`config.mk`:
```
export PLATFORM = sky130hd
export DESIGN_NAME = hme_core
export DESIGN_NICKNAME = d
export VERILOG_FILES = /design/src/hme_pkg.sv /design/src/hme_core.sv
export VERILOG_INCLUDE_DIRS = /design/src
export SDC_FILE = /design/constraint.sdc
export NUM_CORES = 1
export LEC_CHECK = 0
export BUFFER_PORTS_ARGS = -buffer_cell sky130_fd_sc_hd__buf_2
export CORE_MARGIN = 2
export CORE_UTILIZATION = 55
export DETAILED_ROUTE_END_ITERATION = 12
export PLACE_DENSITY = 0.81
export REMOVE_ABC_BUFFERS = 1
export SYNTH_ARGS = -nofsm -noshare
export SYNTH_HDL_FRONTEND = slang
export SYNTH_SLANG_ARGS = --single-unit
export TNS_END_PERCENT = 5
```
`constraint.sdc`:
```
create_clock -name i_sys_clk -period 2.8 [get_ports i_sys_clk]
set_clock_uncertainty 0.05 [all_clocks]
set_input_delay 0.42 -clock i_sys_clk [delete_from_list [all_inputs] [get_ports i_sys_clk]]
set_output_delay 0.42 -clock i_sys_clk [all_outputs]
set_load 0.01 [all_outputs]
```
`src/hme_params.svh`:
```
// constants for the halt / machine-check / internal register block
// assumes a word-addressed wishbone slave, index times four = byte address
`ifndef HME_PARAMS_SVH
`define HME_PARAMS_SVH
`define HME_IX_RX_STAT 6'h1C
`define HME_IX_RX_DATA 6'h1D
`define HME_IX_TX_STAT 6'h1E
`define HME_IX_TX_DATA 6'h1F
`define HME_IX_TB_DIS 6'h24
`define HME_IX_CACHE_DIS 6'h25
`define HME_IX_MC_SUMMARY 6'h26
`define HME_IX_CACHE_ERR 6'h27
`define HME_IX_ACCEL 6'h28
`define HME_IX_BP_FAULT 6'h30
`define HME_IX_BP_SILO 6'h31
`define HME_IX_BP_SILO_CMP 6'h32
`define HME_IX_BP_MAINT 6'h33
`define HME_IX_BP_ERR 6'h34
`define HME_IX_BP_TMO 6'h35
`define HME_IX_BP_QCLR 6'h36
`define HME_IX_IO_RESET 6'h37
`define HME_IX_PERF_EN 6'h3D
`define HME_IX_SYS_ID 6'h3E
`define HME_IX_TB_CHECK 6'h3F
`define HME_IX_IRQ_STAT 6'h08
`define HME_IX_IRQ_MASK 6'h09
`define HME_IX_HALT_CODE 6'h0A
`define HME_MC_BYTE_COUNT 32'h0000000C
`define HME_MC_WORDS 3'h6
`define HME_VEC_RX 8'hF0
`define HME_VEC_TX 8'hF4
`define HME_VEC_LEVEL 5'h14
`define HME_HALT_BREAK 8'h02
`define HME_HALT_POWERUP 8'h03
`define HME_HALT_ISTK 8'h04
`define HME_HALT_DBL_MC 8'h05
`define HME_HALT_INSTR 8'h06
`define HME_HALT_VEC_B1 8'h07
`define HME_HALT_CHM_ISTK 8'h0A
`define HME_HALT_CHM_VEC 8'h0B
`define HME_HALT_VEC_MEM 8'h0C
`define HME_SID_TYPE_LSB 24
`define HME_SID_UREV_LSB 8
`define HME_TB_MISS 32'h00000001
`endif

```
`src/hme_pkg.sv`:
```
// types for the halt / machine-check block
// assumes hme_params.svh for the numbers
package hme_pkg;
  typedef struct packed {
    logic break_seq;
    logic istk_invalid;
    logic halt_instr;
    logic kernel_mode;
    logic vec_fetch;
    logic [31:0] vector;
    logic vec_mem_err;
    logic chm;
    logic on_istk;
    logic mc_req;
  } hme_events_s;
  typedef struct packed {
    logic [7:0] mc_type;
    logic [31:0] param1;
    logic [31:0] param2;
    logic [31:0] pc;
    logic [31:0] processor_status_longword;
  } hme_mc_frame_s;
  typedef enum logic [2:0] {
    HME_RUN = 3'b001,
    HME_PUSH = 3'b010,
    HME_HALTED = 3'b100
  } hme_state_e;
endpackage

```
`src/hme_core.sv`:
```
// halt, machine-check frame and internal register block
// assumes processor event pulses on i_sys_clk and a classic wishbone master
//
// Decided for this implementation: the Wishbone slave port.
`timescale 1ns/1ps
`default_nettype none
`include "hme_params.svh"
module hme_core
  import hme_pkg::*;
#(
  parameter logic [7:0] P_CPU_TYPE = 8'hA5, // arbitrary value
  parameter logic [7:0] P_UCODE_REV = 8'h01
) (
  input wire logic i_sys_clk,
  input wire logic i_arst_n,
  input wire logic i_wb_cyc,
  input wire logic i_wb_stb,
  input wire logic i_wb_we,
  input wire logic [7:0] i_wb_adr,
  input wire logic [3:0] i_wb_sel,
  input wire logic [31:0] i_wb_dat,
  output logic [31:0] o_wb_dat,
  output logic o_wb_ack,
  input wire hme_events_s i_evt,
  input wire hme_mc_frame_s i_mc_frame,
  input wire logic i_rx_done,
  input wire logic i_tx_done,
  input wire logic i_console_restart,
  input wire logic i_stack_ready,
  output logic o_stack_push,
  output logic [31:0] o_stack_word,
  output logic o_halt,
  output logic [7:0] o_halt_code,
  output logic o_rsvd_operand,
  output logic o_io_reset,
  output logic o_dev_irq,
  output logic [7:0] o_dev_vector,
  output logic [4:0] o_dev_level,
  output logic o_irq
);
  // ------------------------------------------------------------
  // bus decode
  // ------------------------------------------------------------
  logic req;
  logic wr;
  logic rd;
  logic [5:0] ix;
  logic ack_q;
  assign req = i_wb_cyc && i_wb_stb && !ack_q;
  assign wr = req && i_wb_we;
  assign rd = req && !i_wb_we;
  assign ix = i_wb_adr[7:2];

  function automatic logic is_zero_reg(input logic [5:0] a);
    is_zero_reg = (a == `HME_IX_TB_DIS) || (a == `HME_IX_CACHE_DIS) ||
      (a == `HME_IX_CACHE_ERR) || (a == `HME_IX_BP_FAULT) ||
      (a == `HME_IX_BP_SILO_CMP) || (a == `HME_IX_BP_MAINT) ||
      (a == `HME_IX_BP_ERR) || (a == `HME_IX_MC_SUMMARY) ||
      (a == `HME_IX_BP_SILO) || (a == `HME_IX_BP_TMO);
  endfunction

  function automatic logic [31:0] merge(input logic [31:0] old,
                                        input logic [31:0] nw,
                                        input logic [3:0] sel);
    logic [31:0] r;
    r = old;
    for (int b = 0; b < 4; b++) begin
      if (sel[b]) begin
        r[8*b +: 8] = nw[8*b +: 8];
      end
    end
    merge = r;
  endfunction

  always_ff @(posedge i_sys_clk or negedge i_arst_n) begin
    if (!i_arst_n) begin
      ack_q <= 1'b0;
    end else begin
      ack_q <= req;
    end
  end
  assign o_wb_ack = ack_q;

  // ------------------------------------------------------------
  // software registers
  // ------------------------------------------------------------
  logic [31:0] accel_q;
  logic [31:0] perf_q;
  logic [31:0] tx_data_q;
  logic [31:0] rx_data_q;
  logic [1:0] dev_en_q;
  logic [3:0] irq_stat_q;
  logic [3:0] irq_mask_q;
  logic [3:0] irq_evt;

  always_ff @(posedge i_sys_clk or negedge i_arst_n) begin
    if (!i_arst_n) begin
      accel_q <= 32'h00000000;
      perf_q <= 32'h00000000;
      tx_data_q <= 32'h00000000;
      dev_en_q <= 2'h0;
      irq_mask_q <= 4'h0;
    end else if (wr) begin
      unique case (ix)
        `HME_IX_ACCEL: accel_q <= merge(accel_q, i_wb_dat, i_wb_sel);
        `HME_IX_PERF_EN: perf_q <= merge(perf_q, i_wb_dat, i_wb_sel);
        `HME_IX_TX_DATA: tx_data_q <= merge(tx_data_q, i_wb_dat, i_wb_sel);
        `HME_IX_RX_STAT: dev_en_q[0] <= i_wb_dat[6];
        `HME_IX_TX_STAT: dev_en_q[1] <= i_wb_dat[6];
        `HME_IX_IRQ_MASK: irq_mask_q <= i_wb_dat[3:0];
        default: ;
      endcase
    end
  end

  always_ff @(posedge i_sys_clk or negedge i_arst_n) begin
    if (!i_arst_n) begin
      rx_data_q <= 32'h00000000;
    end else if (i_rx_done) begin
      rx_data_q <= tx_data_q;
    end
  end

  // io reset register: write pulses a one-cycle reset
  always_ff @(posedge i_sys_clk or negedge i_arst_n) begin
    if (!i_arst_n) begin
      o_io_reset <= 1'b0;
    end else begin
      o_io_reset <= wr && (ix == `HME_IX_IO_RESET);
    end
  end

  // ------------------------------------------------------------
  // reserved operand faults
  // ------------------------------------------------------------
  always_ff @(posedge i_sys_clk or negedge i_arst_n) begin
    if (!i_arst_n) begin
      o_rsvd_operand <= 1'b0;
    end else begin
      o_rsvd_operand <=
        (wr && (ix == `HME_IX_BP_SILO || ix == `HME_IX_BP_TMO)) ||
        (rd && ix == `HME_IX_BP_QCLR);
    end
  end

  // ------------------------------------------------------------
  // machine check and halt
  // ------------------------------------------------------------
  hme_state_e state_q;
  logic mc_busy_q;
  logic [2:0] word_q;
  hme_mc_frame_s frame_q;
  logic [7:0] halt_d;
  logic halt_now;
  logic mc_clear;
  assign mc_clear = wr && (ix == `HME_IX_MC_SUMMARY);

  // priority: hard vector error, vector bit 1, stack, double machine check, then chm, halt instr and break
  always_comb begin
    halt_d = 8'h00;
    if (i_evt.vec_fetch && i_evt.vec_mem_err) begin
      halt_d = `HME_HALT_VEC_MEM;
    end else if (i_evt.vec_fetch && i_evt.vector[1]) begin
      halt_d = `HME_HALT_VEC_B1;
    end else if (i_evt.vec_fetch && i_evt.istk_invalid) begin
      halt_d = `HME_HALT_ISTK;
    end else if (i_evt.mc_req && mc_busy_q) begin
      halt_d = `HME_HALT_DBL_MC;
    end else if (i_evt.chm && i_evt.on_istk) begin
      halt_d = `HME_HALT_CHM_ISTK;
    end else if (i_evt.chm && i_evt.vec_fetch && i_evt.vector[0]) begin
      halt_d = `HME_HALT_CHM_VEC;
    end else if (i_evt.halt_instr && i_evt.kernel_mode) begin
      halt_d = `HME_HALT_INSTR;
    end else if (i_evt.break_seq) begin
      halt_d = `HME_HALT_BREAK;
    end
  end
  assign halt_now = (halt_d != 8'h00) && (state_q != HME_HALTED);

  // set wins over the summary-register clear
  always_ff @(posedge i_sys_clk or negedge i_arst_n) begin
    if (!i_arst_n) begin
      mc_busy_q <= 1'b0;
    end else if (i_evt.mc_req && state_q == HME_RUN && !halt_now) begin
      mc_busy_q <= 1'b1;
    end else if (mc_clear) begin
      mc_busy_q <= 1'b0;
    end
  end

  always_ff @(posedge i_sys_clk or negedge i_arst_n) begin
    if (!i_arst_n) begin
      state_q <= HME_RUN;
      word_q <= 3'h0;
      frame_q <= '0;
      o_halt_code <= 8'h00;
    end else begin
      unique case (state_q)
        HME_RUN: begin
          if (halt_now) begin
            state_q <= HME_HALTED;
            o_halt_code <= halt_d;
          end else if (i_evt.mc_req) begin
            state_q <= HME_PUSH;
            word_q <= 3'h0;
            frame_q <= i_mc_frame;
          end
        end
        HME_PUSH: begin
          if (halt_now) begin
            state_q <= HME_HALTED;
            o_halt_code <= halt_d;
          end else if (i_stack_ready) begin
            if (word_q == `HME_MC_WORDS - 3'h1) begin
              state_q <= HME_RUN;
            end
            word_q <= word_q + 3'h1;
          end
        end
        HME_HALTED: begin
          // console restart code never enters the halt register
          if (i_console_restart) begin
            state_q <= HME_RUN;
          end
        end
        default: state_q <= HME_HALTED;
      endcase
    end
  end
  assign o_halt = (state_q == HME_HALTED);

  // frame order from top of stack
  always_comb begin
    o_stack_push = (state_q == HME_PUSH);
    unique case (word_q)
      3'h0: o_stack_word = `HME_MC_BYTE_COUNT;
      3'h1: o_stack_word = {24'h000000, frame_q.mc_type};
      3'h2: o_stack_word = frame_q.param1;
      3'h3: o_stack_word = frame_q.param2;
      3'h4: o_stack_word = frame_q.pc;
      default: o_stack_word = frame_q.processor_status_longword;
    endcase
  end

  // ------------------------------------------------------------
  // storage device vectors and interrupts
  // ------------------------------------------------------------
  // bit0 rx done, bit1 tx done, bit2 halt, bit3 reserved operand
  assign irq_evt = {o_rsvd_operand, halt_now, i_tx_done, i_rx_done};

  always_ff @(posedge i_sys_clk or negedge i_arst_n) begin
    if (!i_arst_n) begin
      irq_stat_q <= 4'h0;
    end else begin
      irq_stat_q <= irq_evt |
        (irq_stat_q & ~((wr && ix == `HME_IX_IRQ_STAT) ? i_wb_dat[3:0] : 4'h0));
    end
  end
  assign o_irq = |(irq_stat_q & irq_mask_q);

  // rx wins when both pending: it frees the device for the next block
  always_ff @(posedge i_sys_clk or negedge i_arst_n) begin
    if (!i_arst_n) begin
      o_dev_irq <= 1'b0;
      o_dev_vector <= 8'h00;
      o_dev_level <= 5'h00;
    end else begin
      o_dev_irq <= (irq_stat_q[0] && dev_en_q[0]) ||
                   (irq_stat_q[1] && dev_en_q[1]);
      o_dev_level <= `HME_VEC_LEVEL;
      o_dev_vector <= (irq_stat_q[0] && dev_en_q[0]) ? `HME_VEC_RX
                                                     : `HME_VEC_TX;
    end
  end

  // ------------------------------------------------------------
  // read mux
  // ------------------------------------------------------------
  always_ff @(posedge i_sys_clk or negedge i_arst_n) begin
    if (!i_arst_n) begin
      o_wb_dat <= 32'h00000000;
    end else if (rd) begin
      if (is_zero_reg(ix)) begin
        o_wb_dat <= 32'h00000000;
      end else begin
        unique case (ix)
          `HME_IX_RX_STAT: o_wb_dat <= {24'h0, irq_stat_q[0], dev_en_q[0],
                                        6'h00};
          `HME_IX_RX_DATA: o_wb_dat <= rx_data_q;
          `HME_IX_TX_STAT: o_wb_dat <= {24'h0, irq_stat_q[1], dev_en_q[1],
                                        6'h00};
          `HME_IX_ACCEL: o_wb_dat <= accel_q;
          `HME_IX_PERF_EN: o_wb_dat <= perf_q;
          `HME_IX_SYS_ID: o_wb_dat <= {P_CPU_TYPE, 8'h00, P_UCODE_REV,
                                       8'h00};
          `HME_IX_TB_CHECK: o_wb_dat <= `HME_TB_MISS;
          `HME_IX_IRQ_STAT: o_wb_dat <= {28'h0, irq_stat_q};
          `HME_IX_IRQ_MASK: o_wb_dat <= {28'h0, irq_mask_q};
          `HME_IX_HALT_CODE: o_wb_dat <= {24'h0, o_halt_code};
          default: o_wb_dat <= 32'h00000000;
        endcase
      end
    end
  end
endmodule
`default_nettype wire

```
# Yosys cells after proc, flatten, opt, wreduce, memory -nomap -nowiden
# Cells that the tools add are included.
# op_classes
n_div	0
eq_ne	40
mux	27
order_cmp	0
add_sub_neg	1
n_shift	0
mul	0
bitwise_logic	5
reduce_logical	62
# ops
op	n
one-hot mux 32 bit (10 select lines)	1
one-hot mux 32 bit (5 select lines)	1
== test 6 bit, second input constant	16
AND reduction 3 bit	13
2-to-1 mux 3 bit	12
2-to-1 mux 32 bit	1
2-to-1 mux 4 bit	7
== test 6 x 5 -> 1 bit, second input constant	4
logical AND 1 bit	22
== test 6 x 4 -> 1 bit, second input constant	3
logical OR 1 bit	12
!= test 2 bit, second input constant	5
== test 3 x 2 -> 1 bit, second input constant	3
== test 3 bit, second input constant	3
one-hot mux 3 bit (3 select lines)	1
bitwise AND 4 bit	2
AND reduction 2 bit	4
nonzero test 8 bit	1
== test 3 x 1 -> 1 bit, second input constant	2
!= test 3 bit, second input constant	2
one-hot mux 3 bit (2 select lines)	1
AND reduction 5 bit	1
inverter 4 bit	1
bitwise OR 4 bit	1
12 further kinds	16
# totals
mem_count	0
reg_bits	331
input_bits	230
out_inout_bits	92
latch_bits	0
rom_bits	0
ram_bits	0

# Depth between registers and ports, before layout
# logic_depth
depth_word	13
depth_mapped	9
depth_no_buf	6

# Worst setup path after synthesis
# OpenSTA, ideal clock, no wires.
# synth_timing
kind	register to output
startpoint	register word_q[0]
endpoint	output o_stack_word[2]
arrival_time_ns	2.043
stages_incl_launch_ff	8
n_path_buf	3
required_time_ns	2.330
setup_slack_ns	0.287
path_cell_list	dfrtp_1 -> ha_1 -> ha_1 -> clkbuf_1 -> or4_1 -> clkbuf_1 -> clkbuf_1 -> a41oi_1
# synth_via
elab_chain_cells	2
# synth_rtl
item	line_no	rtl
start, declared	hme_core.sv:151	logic [2:0] word_q;
start signal, assigned	hme_core.sv:218	word_q <= word_q + 3'h1;
== test 3 bit (tied with other cells)	hme_core.sv:236	unique case (word_q)
one-hot mux 32 bit (5 select lines) (*)	hme_core.sv:236	
end, declared	hme_core.sv:31	output logic [31:0] o_stack_word,
# Mark *: on every way between the ends. The rest lies on a longest branch, timed or not.

# Worst setup path in the final report
# layout_timing
startpoint	register word_q[0]
endpoint	output o_stack_word[20]
# Same word-level chain as after synthesis.

==> metrics <==
Post-synth EDFFs 0; final setup fails 32; Seq/Total Area, Yosys 55.5%; DP Area between 15,000 and 20,000 sq um; P_leak between 9 and 10 nW; Crit Reg-Reg Startpoint mc_busy_q; Max Cap Viol 0; reg-to-reg setup timing slack about 0.5 ns; TritonRoute pass-1 iters 6; Hold EP irq_stat_q[1]; Final Critical Period ~3.1 ns; Final period util 109%; Area Growth Syn to Fin 22.7%; critical path class flip-flop to primary output; Root Buffer clkbuf_16; nets@finish 1,555; total CTS buffers 35; Primary FF master, synth dfrtp_1; Rel. slew slack about two fifths; vias in the first global route 10,800; I/O Pins around 320; Cell Area, Synth 14,600 sq um; Cell variety after synth 61; Hold Path Class input pin to flip-flop; most frequent cells in the layout dfrtp_1, buf_2, mux2_2; most common cell after layout, fill and taps aside dfrtp_1; Skew-Pair Late Insertion Delay around 0.5 ns; WL/cell between 20 and 25 um; Tot Pwr about 11 mW; Peak supply drop approximately 0.65 mV; failing checks negative setup slack; outcome finished, violations left; Core Area about 26,000 sq um; initial antenna violation count 8; maximum fanout along the worst path 7; Starting Density roughly 56%; FFs w/ async S/R, synth 100%; die area 27,800 sq um; startpoint types flip-flop; setup TNS -5.40 ns; crit end category primary output; DIE HEIGHT between 150 and 200 um; Chip Width 167 um; Max Root-Sink Buffers 3; drt initial violations around 900; Syn Area/Cell roughly 14 sq um; vias approximately 10,000; Clk pin slew, worst setup/hold paths roughly 0.06 ns; Post-route DRC 0; # port buffers 279; Vias/cell roughly 6.0; final slew viol count 0; largest net degree at the start of global routing 85; synth warn 0; Syn Inst Count 1,027; Total GRT Usage 27.0%; worst r2r path cells 5; hold path cells 2; pwr/cell area between 600 and 700 nW/um^2; synthesis-stage register bit count approximately 320; Min-Delay Startpoint i_tx_done; clk sinks between 300 and 400; worst setup margin -0.250 ns; unrepaired setup endpoints after global routing true; FP Rows 59; fmax 0.328 GHz; fraction of layout cells with a size suffix above 1 between 50% and 60%; H-tree Lvls 2; Final GP Congestion between 0.8 and 0.9; first-pass GRT wire length 59,200 um; slew at the pin closest to its max-slew limit just under 0.9 ns; FF-to-FF End frame_q[12]; post-detailed-routing wire length 38,500 um; Post-DRT Antenna Nets 0; Detailed Place HPWL 23,600 um; GRT overflow 0; CP Data Arrival Time 2.58 ns; CTS tree built; Final Instance Area ~18,000 sq um; Worst Path Required 2.33 ns; final hold vios 0
-- metal layers --
layer / GRT usage, % / up-vias / part of all wire (%)
li1: - / 4407 / -
met1: 33.7 / 5174 / 39
met2: 45.3 / 434 / 50
met3: 6.42 / 111 / 7.5
met4: 11.7 / 6 / 3.8
met5: 0 / - / 0.099
-- power breakdown --
group,internal (mW),switching [mW]
combinational,0.701,0.460
clock,2.78,1.88
sequential,5.10,0.337
-- cell families (layout without fill, tap and decap cells) --
family,count (synthesis),count (layout),share of synthesized area (%)
buffers and inverters,86,397,4.13
and+or+nand+nor,144,144,5.05
AOI/OAI and AO/OA,188,188,9.94
adders and majority gates,5,5,0.430
other,2,14,0.0516
DFF,323,323,55.5
muxes,279,279,24.9
-- worst max path at each step --
stage	depth (start not counted)	to	from	slack (ns)
global placement	6	o_stack_word[19]	word_q[0]	0.12
finish	8	o_stack_word[20]	word_q[0]	-0.25
floorplan	5	o_stack_word[2]	word_q[0]	-0.96
CTS	9	o_stack_word[28]	word_q[1]	-0.21
global route	7	o_stack_word[10]	word_q[0]	-0.31
detailed placement	6	o_stack_word[19]	word_q[0]	0.09
-- through the flow --
step	util [%]	hold WS (ns)	cells	setup slack [ns]
2_1_floorplan	-	0.0744	956	-0.955
3_3_place_gp	62.6	0.406	1611	0.124
3_5_place_dp	62.6	0.415	1611	0.0889
4_1_cts	68.3	0.0443	1682	-0.212
5_1_grt	68.7	0.0592	1684	-0.311
6_report	68.7	0.0625	1685	-0.250
-- state kept, by name (all words and copies together) (netlist names), 2 cells and up --
signal,cells
accel_q,32
o_dev_vector,2
irq_mask_q,4
irq_stat_q,4
rx_data_q,32
tx_data_q,32
o_wb_dat,32
state_q,3
word_q,3
frame_q,136
perf_q,32
o_halt_code,4
dev_en_q,2
-- synthesized netlist by cell type (3+ instances only) --
| cell | n | area, sq um |
|---|---|---|
| clkbuf_1 | 39 | 146 |
| mux2i_1 | 6 | 60.1 |
| a31oi_1 | 7 | 43.8 |
| a211oi_1 | 3 | 22.5 |
| a222oi_1 | 50 | 500 |
| dfrtp_1 | 322 | 8060 |
| ha_1 | 5 | 62.6 |
| nor2_1 | 39 | 146 |
| a21o_1 | 4 | 30.0 |
| a21boi_0 | 4 | 30.0 |
| nand3_1 | 12 | 60.1 |
| a22oi_1 | 20 | 150 |
| inv_1 | 6 | 22.5 |
| nand2_1 | 51 | 191 |
| nand3b_1 | 4 | 30.0 |
| buf_6 | 4 | 45.0 |
| a21oi_1 | 31 | 155 |
| nand3_2 | 5 | 50.1 |
| buf_4 | 16 | 120 |
| nor2b_1 | 5 | 31.3 |
| mux2_2 | 144 | 1620 |
| o211ai_1 | 3 | 22.5 |
| mux2_4 | 129 | 1940 |
| o21ai_0 | 33 | 165 |
| nand2b_1 | 4 | 25.0 |
| o2bb2ai_1 | 6 | 52.6 |
| a32o_1 | 6 | 60.1 |
| a221oi_1 | 6 | 52.6 |
| buf_12 | 11 | 220 |
| and2_1 | 5 | 31.3 |
| buf_2 | 8 | 40.0 |
-- final cells by class --
cell class              count  area, sq um
diodes                      3         7.51
clock buffers              52         1040
clock inverters            12          133
fillers                  1754         8120
inverters                   6         22.5
multi-input cells         627         6150
flip-flops and latches    323         8080
well taps                 335          419
repair buffers            327         2010
-- critical path, cell delays in order (launching register included) --
cell     delay (ns)
dfrtp_1        0.41
ha_2           0.21
ha_4           0.16
or4_4          0.55
buf_12         0.18
buf_16         0.15
nor2_4         0.13
a21oi_2        0.08
buf_2          0.18
-- timing repair --
item,CTS,global route
hold buffers,1,0
resized for setup,49,26
hold endpoints to repair,74,0
buffers inserted,2,0
endpoints found under the setup margin,32,32
cloned,4,0
pin swaps,1,2
(Power assumes the default switching activity.)
